$ cat src/rtl/contact_input_map.svh
// register map, field layout, reset values and timing of the contact input block
// Functional notes
// output three polarity selectable, default closed
// output three alarm number 1..36, default 1
// comm mode local, contact or serial; local default
// input one level run/stop, input two unused
// level run/stop: run while input asserted
// toggle run/stop: flip state on each release
// partner holds toggle input at least 300 ms
// input two level remote: remote while asserted
// input two toggle remote: flip on release
// supervision starts after read delay, default zero
// switch off after continuous off time
// switch off raises alarm 32, action configurable
// run/stop stop gives no later switch alarm
// supervise only while running
// no run function means no contact run control
// switch one only local, modbus, simple one
// either switch off raises the alarm
// switch normally open or closed per input
// inputs synchronised, times counted in ms ticks
// off count restarts when switch returns on
`ifndef CONTACT_INPUT_MAP_SVH
`define CONTACT_INPUT_MAP_SVH

`define OFS_CFG        12'h000
`define OFS_OUT3       12'h004
`define OFS_TIMERS     12'h008
`define OFS_CMD        12'h00c
`define OFS_STATUS     12'h010

`define CFG_RST        12'h040
`define OUT3_SEL_LO    0
`define OUT3_SEL_HI    5
`define OUT3_POL_BIT   8
`define OUT3_FUNC_BIT  12
`define SEL_RST        6'h01
`define SEL_FIRST      6'h01
`define SEL_LAST       6'h24
`define POL_RST        1'b1
`define ALARM_SWITCH   6'h20
`define TIMER_RST      32'h0000_0000
`define CMD_CLR_BIT    0

`define CLK_NS         20
`define MS_NS          1000000
`define HOLD_MS        16'h012c

`endif

$ cat src/rtl/contact_input_pkg.sv
// types shared by the contact input block
package contact_input_pkg;

    typedef enum logic [2:0] {
        FN_OFF       = 3'h0,
        FN_RUN_LEVEL = 3'h1,
        FN_RUN_TOG   = 3'h2,
        FN_SW_NO     = 3'h3,
        FN_SW_NC     = 3'h4,
        FN_RMT_LEVEL = 3'h5,
        FN_RMT_TOG   = 3'h6
    } in_func_t;

    typedef enum logic [1:0] {
        LOCAL_COMM_MODE   = 2'h0,
        CONTACT_COMM_MODE = 2'h1,
        SERIAL_COMM_MODE  = 2'h2
    } comm_mode_t;

    typedef enum logic [1:0] {
        PROTO_MODBUS  = 2'h0,
        PROTO_SIMPLE1 = 2'h1,
        PROTO_SIMPLE2 = 2'h2
    } proto_t;

    typedef enum logic [1:0] {
        ACT_STOP     = 2'h0,
        ACT_CONTINUE = 2'h1,
        ACT_NONE     = 2'h2
    } action_t;

    typedef struct packed {
        in_func_t   in2_func;
        in_func_t   in1_func;
        comm_mode_t comm;
        proto_t     proto;
        action_t    action;
    } cfg_t;

    typedef enum logic [2:0] {
        ST_STOP  = 3'b001,
        ST_DELAY = 3'b010,
        ST_SUPV  = 3'b100
    } run_state_t;

endpackage

$ cat src/rtl/contact_input_run_control.sv
// contact input run/stop, remote select and switch supervision, APB slave
`timescale 1ns/1ps
`include "contact_input_map.svh"

module contact_input_run_control #(
    parameter int MS_CYCLES = `MS_NS / `CLK_NS
) (
    // clock and reset
    input  wire logic        pclk,
    input  wire logic        presetn,
    // apb slave
    input  wire logic        psel,
    input  wire logic        penable,
    input  wire logic        pwrite,
    input  wire logic [11:0] paddr,
    input  wire logic [31:0] pwdata,
    output logic      [31:0] prdata,
    output logic             pready,
    output logic             pslverr,
    // contact pins
    input  wire logic [1:0]  contact_in,
    // state outputs
    output logic             running,
    output logic             contact_remote_state,
    output logic             switch_detect_alarm,
    output logic             contact_out3
);

    // ---------------- apb register file ----------------
    contact_input_pkg::cfg_t cfg_q;
    logic [5:0]  sel_alarm_q;
    logic        out3_nc_q;
    logic        out3_sel_q;
    logic [15:0] read_delay_q;
    logic [15:0] off_time_q;
    logic [31:0] prdata_q;
    logic        pready_q;
    logic        pslverr_q;

    wire         wr_en   = psel & penable & pwrite & pready_q;
    wire         setup   = psel & ~penable;
    wire         hit_cfg = paddr == `OFS_CFG;
    wire         hit_o3  = paddr == `OFS_OUT3;
    wire         hit_tm  = paddr == `OFS_TIMERS;
    wire         hit_cmd = paddr == `OFS_CMD;
    wire         hit_st  = paddr == `OFS_STATUS;
    wire         mapped  = hit_cfg | hit_o3 | hit_tm | hit_cmd | hit_st;
    wire [5:0]   sel_wr  = pwdata[`OUT3_SEL_HI:`OUT3_SEL_LO];
    wire         sel_ok  = sel_wr >= `SEL_FIRST && sel_wr <= `SEL_LAST;
    wire         clr_cmd = wr_en & hit_cmd & pwdata[`CMD_CLR_BIT];

    logic [31:0] rd_mux;
    logic [31:0] status_word;

    assign rd_mux = hit_cfg ? {20'h0, cfg_q} :
                    hit_o3  ? {19'h0, out3_sel_q, 3'h0, out3_nc_q,
                               2'h0, sel_alarm_q} :
                    hit_tm  ? {off_time_q, read_delay_q} :
                    hit_st  ? status_word : 32'h0;

    always_ff @(posedge pclk or negedge presetn) begin
        if (!presetn) begin
            pready_q  <= 1'b0;
            pslverr_q <= 1'b0;
            prdata_q  <= 32'h0;
        end else begin
            pready_q  <= setup;
            pslverr_q <= setup & ~mapped;
            if (setup) begin
                prdata_q <= pwrite ? 32'h0 : rd_mux;
            end
        end
    end

    always_ff @(posedge pclk or negedge presetn) begin
        if (!presetn) begin
            cfg_q        <= contact_input_pkg::cfg_t'(`CFG_RST);
            out3_nc_q    <= `POL_RST;
            out3_sel_q   <= 1'b0;
            sel_alarm_q  <= `SEL_RST;
            read_delay_q <= 16'(`TIMER_RST);
            off_time_q   <= 16'(`TIMER_RST >> 16);
        end else if (wr_en) begin
            if (hit_cfg) begin
                cfg_q <= contact_input_pkg::cfg_t'(pwdata[11:0]);
            end
            if (hit_o3) begin
                out3_nc_q  <= pwdata[`OUT3_POL_BIT];
                out3_sel_q <= pwdata[`OUT3_FUNC_BIT];
                // out of range or function bit not already stored before this write: number kept
                if (sel_ok && out3_sel_q) begin
                    sel_alarm_q <= sel_wr;
                end
            end
            if (hit_tm) begin
                read_delay_q <= pwdata[15:0];
                off_time_q   <= pwdata[31:16];
            end
        end
    end

    // ---------------- pin synchroniser and ms tick ----------------
    logic [1:0]  sync1_q;
    logic [1:0]  sync2_q;
    logic [1:0]  sync3_q;
    logic [1:0]  in_q;
    logic [1:0]  in_prev_q;
    logic [31:0] div_q;
    logic        tick_q;

    always_ff @(posedge pclk or negedge presetn) begin
        if (!presetn) begin
            sync1_q   <= 2'h0;
            sync2_q   <= 2'h0;
            sync3_q   <= 2'h0;
            in_q      <= 2'h0;
            in_prev_q <= 2'h0;
            div_q     <= 32'h0;
            tick_q    <= 1'b0;
        end else begin
            sync1_q   <= contact_in;
            sync2_q   <= sync1_q;
            sync3_q   <= sync2_q;
            // a change counts once the last two stages agree
            in_q      <= (sync2_q ~^ sync3_q) & sync3_q
                       | (sync2_q ^ sync3_q) & in_q;
            in_prev_q <= in_q;
            tick_q    <= div_q == 32'(MS_CYCLES - 1);
            div_q     <= (div_q == 32'(MS_CYCLES - 1)) ? 32'h0 : div_q + 32'h1;
        end
    end

    // ---------------- per input hold timer and release ----------------
    logic [1:0] held;
    logic [1:0] release_ok;
    logic [1:0] sw_off;
    logic [1:0] sw_en;
    logic [1:0] sw_detect;

    function automatic logic is_sw(contact_input_pkg::in_func_t f);
        return f == contact_input_pkg::FN_SW_NO ||
               f == contact_input_pkg::FN_SW_NC;
    endfunction

    wire contact_input_pkg::in_func_t fn [2] = '{cfg_q.in1_func,
                                                 cfg_q.in2_func};
    wire sw1_mode_ok = cfg_q.comm == contact_input_pkg::LOCAL_COMM_MODE ||
                       cfg_q.comm == contact_input_pkg::SERIAL_COMM_MODE &&
                       cfg_q.proto != contact_input_pkg::PROTO_SIMPLE2;
    wire supervising;

    genvar gi;
    generate
        for (gi = 0; gi < 2; gi++) begin : g_in
            logic [15:0] hold_q;
            logic [15:0] off_q;
            always_ff @(posedge pclk or negedge presetn) begin
                if (!presetn) begin
                    hold_q <= 16'h0;
                    off_q  <= 16'h0;
                end else begin
                    if (!in_q[gi]) begin
                        hold_q <= 16'h0;
                    end else if (tick_q && !held[gi]) begin
                        hold_q <= hold_q + 16'h1;
                    end
                    if (!(supervising && sw_en[gi] && sw_off[gi])) begin
                        off_q <= 16'h0;
                    end else if (tick_q && off_q != 16'hffff) begin
                        off_q <= off_q + 16'h1;
                    end
                end
            end
            assign held[gi]       = hold_q >= `HOLD_MS;
            assign release_ok[gi] = in_prev_q[gi] & ~in_q[gi] & held[gi];
            // normally closed switch is off when its contact is closed
            assign sw_off[gi]     = (fn[gi] == contact_input_pkg::FN_SW_NC)
                                    ? in_q[gi] : ~in_q[gi];
            assign sw_en[gi]      = is_sw(fn[gi]) &&
                                    (gi == 1 || sw1_mode_ok);
            assign sw_detect[gi]  = supervising && sw_en[gi] && sw_off[gi]
                                    && off_q >= off_time_q;
        end
    endgenerate

    // ---------------- run/stop and remote select ----------------
    wire run1_lvl = cfg_q.in1_func == contact_input_pkg::FN_RUN_LEVEL;
    wire run1_tog = cfg_q.in1_func == contact_input_pkg::FN_RUN_TOG;
    wire run2_lvl = cfg_q.in2_func == contact_input_pkg::FN_RUN_LEVEL;
    wire run2_tog = cfg_q.in2_func == contact_input_pkg::FN_RUN_TOG;
    wire rmt_lvl  = cfg_q.in2_func == contact_input_pkg::FN_RMT_LEVEL;
    wire rmt_tog  = cfg_q.in2_func == contact_input_pkg::FN_RMT_TOG;
    wire use1     = run1_lvl | run1_tog;
    wire run_lvl  = use1 ? run1_lvl : run2_lvl;
    wire run_tog  = use1 ? run1_tog : run2_tog;
    wire run_pin  = use1 ? in_q[0] : in_q[1];
    wire run_rel  = use1 ? release_ok[0] : release_ok[1];

    logic run_req_q;
    logic remote_q;
    logic alarm_q;
    logic stop_lock_q;
    logic out3_q;
    logic run_req_d;
    logic stop_lock_d;
    logic running_q;
    contact_input_pkg::run_state_t state_q;
    logic [15:0] delay_q;

    // no run function: request frozen, contacts have no say
    assign run_req_d = run_lvl ? run_pin :
                       run_tog ? run_req_q ^ run_rel :
                       run_req_q;
    wire run_now     = run_req_q & ~stop_lock_q;
    wire detect      = |sw_detect &&
                       cfg_q.action != contact_input_pkg::ACT_NONE;
    wire stop_act    = detect &&
                       cfg_q.action == contact_input_pkg::ACT_STOP;
    assign supervising = state_q == contact_input_pkg::ST_SUPV;
    // a new detection wins over a clear in the same cycle
    assign stop_lock_d = stop_act | (stop_lock_q & ~clr_cmd);

    always_ff @(posedge pclk or negedge presetn) begin
        if (!presetn) begin
            run_req_q   <= 1'b0;
            remote_q    <= 1'b0;
            alarm_q     <= 1'b0;
            stop_lock_q <= 1'b0;
            running_q   <= 1'b0;
            out3_q      <= `POL_RST;
        end else begin
            run_req_q   <= run_req_d;
            remote_q    <= rmt_lvl ? in_q[1] :
                           rmt_tog ? remote_q ^ release_ok[1] :
                           1'b0;
            // a new detection wins over a clear in the same cycle
            alarm_q     <= detect | (alarm_q & ~clr_cmd);
            stop_lock_q <= stop_lock_d;
            // registered copy of run_now, same cycle as the two flops
            running_q   <= run_req_d & ~stop_lock_d;
            out3_q      <= (out3_sel_q ? alarm_q &&
                            sel_alarm_q == `ALARM_SWITCH : alarm_q)
                           ^ out3_nc_q;
        end
    end

    // ---------------- supervision sequencer ----------------
    always_ff @(posedge pclk or negedge presetn) begin
        if (!presetn) begin
            state_q <= contact_input_pkg::ST_STOP;
            delay_q <= 16'h0;
        end else begin
            case (state_q)
                contact_input_pkg::ST_STOP: begin
                    delay_q <= 16'h0;
                    if (run_now) begin
                        state_q <= contact_input_pkg::ST_DELAY;
                    end
                end
                contact_input_pkg::ST_DELAY: begin
                    if (!run_now) begin
                        state_q <= contact_input_pkg::ST_STOP;
                    end else if (delay_q >= read_delay_q) begin
                        state_q <= contact_input_pkg::ST_SUPV;
                    end else if (tick_q) begin
                        delay_q <= delay_q + 16'h1;
                    end
                end
                contact_input_pkg::ST_SUPV: begin
                    if (!run_now) begin
                        state_q <= contact_input_pkg::ST_STOP;
                    end
                end
                default: state_q <= contact_input_pkg::ST_STOP;
            endcase
        end
    end

    assign status_word = {24'h0, in_q, state_q == contact_input_pkg::ST_SUPV,
                          stop_lock_q, alarm_q, remote_q, run_now, 1'b0};

    assign prdata               = prdata_q;
    assign pready               = pready_q;
    assign pslverr              = pslverr_q;
    assign running              = running_q;
    assign contact_remote_state = remote_q;
    assign switch_detect_alarm  = alarm_q;
    assign contact_out3         = out3_q;
endmodule // contact_input_run_control

$ cat config.mk
export PLATFORM = sky130hd
export DESIGN_NAME = contact_input_run_control
export DESIGN_NICKNAME = d
export VERILOG_FILES = /design/src/rtl/contact_input_pkg.sv /design/src/rtl/contact_input_run_control.sv
export VERILOG_INCLUDE_DIRS = /design/src /design/src/rtl
export SDC_FILE = /design/constraint.sdc
export NUM_CORES = 1
export LEC_CHECK = 0
export BUFFER_PORTS_ARGS = -buffer_cell sky130_fd_sc_hd__clkbuf_2
export CORE_UTILIZATION = 57
export CTS_CLUSTER_SIZE = 12
export DETAILED_ROUTE_END_ITERATION = 8
export PLACE_DENSITY = 0.77
export SLEW_MARGIN = 20
export SYNTH_ARGS = -nofsm -noshare
export SYNTH_HDL_FRONTEND = slang
export SYNTH_SLANG_ARGS = --single-unit
$ cat constraint.sdc
create_clock -name pclk -period 6.65 [get_ports pclk]
set_clock_uncertainty 0.15 [all_clocks]
set_input_delay 1.33 -clock pclk [delete_from_list [all_inputs] [get_ports pclk]]
set_output_delay 1.33 -clock pclk [all_outputs]
set_load 0.02 [all_outputs]
=== Yosys cells after proc, flatten, opt, wreduce, memory -nomap -nowiden ===
Cells that the tools add are included.

* Add/sub/neg operators: 6
* $lt $le $gt $ge: 7
* Equality and inequality tests: 34
* Muxes and demuxes: 34
* Bitwise logic cells: 37
* Reduce and logical (&&, ||, !) cells: 33

{| class="wikitable"
|+ Operator list
! cell !! count
|-
| $mux W16 || 11
|-
| $mux W32 || 5
|-
| $add A16 B1 Y16 const B || 5
|-
| $ge A16 B16 Y1 || 3
|-
| $add A32 B1 Y32 const B || 1
|-
| $eq A32 B16 Y1 const B || 1
|-
| $ge A16 B9 Y1 const B || 2
|-
| $ne A16 B16 Y1 const B || 2
|-
| $pmux W16 S2 || 1
|-
| $eq A12 B4 Y1 const B || 2
|-
| $logic_and A1 B1 Y1 || 17
|-
| $and A1 B1 Y1 || 15
|-
| $eq A3 B2 Y1 const B || 5
|-
| $eq A3 B3 Y1 const B || 5
|-
| $ne A2 B2 Y1 const B || 7
|-
| $eq A12 B3 Y1 const B || 1
|-
| $eq A12 B5 Y1 const B || 1
|-
| $logic_not A12 Y1 || 1
|-
| $mux W3 || 4
|-
| $mux W1 || 11
|-
| $eq A3 B1 Y1 const B || 3
|-
| $pmux W3 S3 || 1
|-
| $mux W8 || 1
|-
| $ne A2 B1 Y1 const B || 4
|-
| other kinds (20) || 42
|}

* Register bits after elaboration: 218
* Bits of input ports: 51
* Word-level logic and storage cells: 183

=== Depth between registers and ports, before layout ===
* Depth after elaboration: 13
* Mapped depth: 9
* Gate-level depth less buffers: 8

=== Worst setup path after synthesis ===
No wires, ideal clock.

* Path kind: in2reg
* Start point: input paddr[9]
* End point: register cfg_q[0] in the netlist's numbering
* Setup time: 128 ps
* Arrival time: 3,104 ps
* Required time: 6,372 ps
* Setup slack: 3,269 ps
* Stages on the path: 7
* Cell sequence: nor4_1 nand3_1 or2_1 or3_1 nor2_1 buf_2 mux2_1

* Word-level cells in the longest chain between the ends: 2

{| class="wikitable"
|+ RTL lines
! element !! RTL line !! RTL
|-
| start: declaration || contact_input_run_control.sv:15 || <nowiki>input wire logic [11:0] paddr,</nowiki>
|-
| $logic_not A12 Y1 (no line) || n/a ||
|-
| $reduce_and A2 Y1 (no line) || n/a ||
|-
| end signal: assignment || contact_input_run_control.sv:77 || <nowiki>cfg_q <= contact_input_pkg::cfg_t'(`CFG_RST);</nowiki>
|-
| end signal: assignment || contact_input_run_control.sv:85 || <nowiki>cfg_q <= contact_input_pkg::cfg_t'(pwdata[11:0]);</nowiki>
|-
| end: declaration || contact_input_run_control.sv:30 || <nowiki>contact_input_pkg::cfg_t cfg_q;</nowiki>
|}

Every way passes these cells.
A chain may end at the register's enable or synchronous reset.

=== Worst setup path after layout ===
* Start point: input paddr[9]
* End point: register off_time_q[0]

* Word-level cells in the longest chain between the ends: 2

{| class="wikitable"
|+ RTL lines
! element !! RTL line !! RTL
|-
| $eq A12 B4 Y1 (no line) || n/a ||
|-
| $reduce_and A2 Y1 (no line) || n/a ||
|-
| end signal: assignment || contact_input_run_control.sv:82 || <nowiki>off_time_q <= 16'(`TIMER_RST >> 16);</nowiki>
|-
| end signal: assignment || contact_input_run_control.sv:97 || <nowiki>off_time_q <= pwdata[31:16];</nowiki>
|-
| end: declaration || contact_input_run_control.sv:35 || <nowiki>logic [15:0] off_time_q;</nowiki>
|}

Every way passes these cells.

==> flow_summary.toml <==
[status]
status = "completed"

[clocking]
cts_max_level = 1
cts_tree = "done"
cts_root_buf = "clkbuf_16"
cts_made_buffers = 24
clock_latency_ps = 510
cts_resized = 0
cts.sinks = 218
postCtsSetupBuffers = 0
clkTransAtPathRegs_ps = 60
ctsLongestPathBuffers = 3
hold_buffers = 0

[global_routing]
grt_max_degree = 139
grtUsageTotal_pct = 25.6
grt.overflow.total = 0
grt_pass1_wl_um = 40100
antenna_found_initial = 1
grt_pass1_vias = 8068

[layout]
fin_nets = 1262
layout-drive-gt1-share_pct = 12.7
stdcell_area_mm2 = 0.0123
area_growth_pct = 13.7

[power_and_ir_drop]
ir_drop_uv = 208
power_density_mw_per_mm2 = 220
p_leak_nw = 5.77

[detailed_routing]
routed_wl_um = 24100
ant_nets = 0
wire_per_inst_um = 17.3
drtIter0Drc = 479
via_per_inst = 5.92
remaining_drc_errors = 0
vias = 8272
dr.pass1.iters = 7

[floorplan]
die_h_um = 140
rows = 49
start_util_pct = 59.0
core_mm2 = 0.0183
io_pins = 89
dieArea_mm2 = 0.0195
die_w_um = 140

[logic_synthesis]
synth_area_mm2 = 0.0108
synth.largest_area_cell = "dfrtp_1"
synth-main-ff-cell = "dfrtp_1"
yosysMostFrequentCell = "dfrtp_1"
synth_common_cells = "dfrtp_1, nand2_1, nor2_1"
synth_warnings = 0
yosysUniqueCellTypes = 68
async_flop_share_pct = 100
synth.top_cell.area_share_pct = 49.4
synth-seq-cells = 218
synth_edf_count = 0
syn_avg_cell_area_um2 = 10.1
synthesis.nets = 1172
syn_inst = 1063
yosysSeqAreaShare_pct = 50.6
synthTopCellsByArea = "dfrtp_1, ha_1, nand2_1"

[flow_run]
cap_viol_max_count = 0

[placed_design]
gp_congestion = 0.877
dp_hpwl_um = 16700
port_buffers = 88
place_area_mm2 = 0.0115

[timing]
finalCritPeriodShare_pct = 55.4
max_slew.worst_pin.slew_ps = 1010
finalSetupViolCount = 0
rsz0062_at_grt = "no"
max_freq_mhz = 271
finalHoldViolations = 0
min_period_ps = 3680
fin_tns_setup_ps = 0
slew_headroom_pct = 32.1
holdWs_ps = 200
slew_viol_final = 0

[setup_path]
cp.buffers_inverters = 2
cp-start-kind = "input pin"
cp.arrival_ps = 3920
crit_type = "in -> reg"
critPathTopFamily = "simple AND/OR/NAND/NOR gates"
path_max_fanout = 36
crit_required_ps = 6890
crit_chain = "clkbuf_2 > nor4_1 > and4b_1 > nand2b_1 > nor2_4 > buf_4 > mux2_2"
crit_slowest_cell = "nor2_4"
max_stage_delay_ps = 600
crit_path_end_kind = "flip-flop"

[worst_hold_path]
hp-class = "reg -> reg"
-- path summary, 6_finish.rpt --
| kind | slack (ps) | cells after the start | end | from |
|---|---|---|---|---|
| max | 2970 | 7 | off_time_q[0]$_DFFE_PN0P_ | paddr[9] |
| min | 200 | 0 | sync2_q[0]$_DFF_PN0_ | sync1_q[0]$_DFF_PN0_ |
| max reg2reg | 3550 | 7 | delay_q[0]$_DFFE_PN0P_ | delay_q[13]$_DFFE_PN0P_ |
| min reg2reg | 200 | 0 | sync2_q[0]$_DFF_PN0_ | sync1_q[0]$_DFF_PN0_ |
| max in group asynchronous | 4580 | 3 | div_q[24]$_DFF_PN0_ | presetn |
| min in group asynchronous | 590 | 1 | g_in[1].hold_q[3]$_DFFE_PN0P_ | presetn |
-- cells by family after synthesis --
family | Yosys count | synth area share, %
flops | 218 | 50.6
buf+inv | 85 | 2.99
compound gates | 211 | 12.4
mux | 27 | 2.77
simple gates | 395 | 18.8
xor+xnor | 69 | 5.60
fa+ha+maj | 58 | 6.73
-- flip-flops by register name, summed over array words and instances, names as in the netlist, 2 cells and up --
| register | flops |
|---|---|
| div_q | 32 |
| read_delay_q | 16 |
| delay_q | 16 |
| in_prev_q | 2 |
| sel_alarm_q | 6 |
| sync3_q | 2 |
| sync2_q | 2 |
| state_q | 3 |
| off_time_q | 16 |
| cfg_q | 12 |
| sync1_q | 2 |
| prdata | 32 |
| g_in.off_q | 32 |
| g_in.hold_q | 32 |
| in_q | 2 |
-- cell usage in the layout, fill, tap and decap left out, drive strengths merged, types with 3 or more instances in the layout --
master,count
a21oi,46
nand2b,10
nor2b,12
nor3b,4
and2,26
o31ai,5
a222oi,6
mux2i,4
buf,7
nand3b,3
nand2,108
dfstp,5
and3,17
clkinv,5
ha,58
a211o,4
nand3,30
nor4b,4
a21o,7
clkbuf,123
o221ai,4
and4,10
nand4,29
nor4,9
or3,25
or4,3
xnor2,40
nor2,80
a211oi,9
nor3,15
a22o,19
or2,3
o21a,9
xor2,29
a31oi,4
dfrtp,213
inv,54
a32oi,3
mux2,23
o21ai,82
-- metrics by stage --
step                      setup slack, ps  total power (W)  std cells  utilization, %
final                                2970          0.00269       1398            67.1
after global routing                 2750          0.00277       1397            67.1
after CTS                            2970          0.00272       1396            66.9
after global placement               2620          0.00143       1355            62.8
after floorplan                      3270          0.00138       1063               -
after detailed placement             2450          0.00144       1355            62.8
-- layout make-up --
class                   instances  area (µm²)
fillers                      1391        6010
well taps                     229         287
clock buffers                  36         707
inverters                      55         206
clock inverters                 5        53.8
diodes                          1        2.50
flip-flops and latches        218        5460
multi-input cells             760        5010
repair buffers                 94         528
-- power breakdown --
group / total [W] / internal, W / switching, W
Sequential: 0.00134 / 0.00133 / 0.00000859
Combinational: 0.0000707 / 0.0000204 / 0.0000503
Clock: 0.00128 / 0.000768 / 0.000513
-- per-layer routing --
| metal | vias up | wire [µm] | track usage [%] |
|---|---|---|---|
| li1 | 3967 | - | - |
| met1 | 4032 | 10700 | 34.4 |
| met2 | 238 | 11400 | 43.2 |
| met3 | 35 | 1430 | 4.37 |
| met4 | 0 | 567 | 6.88 |
| met5 | - | 0 | 0 |
Power figures use the tool's default switching activity.
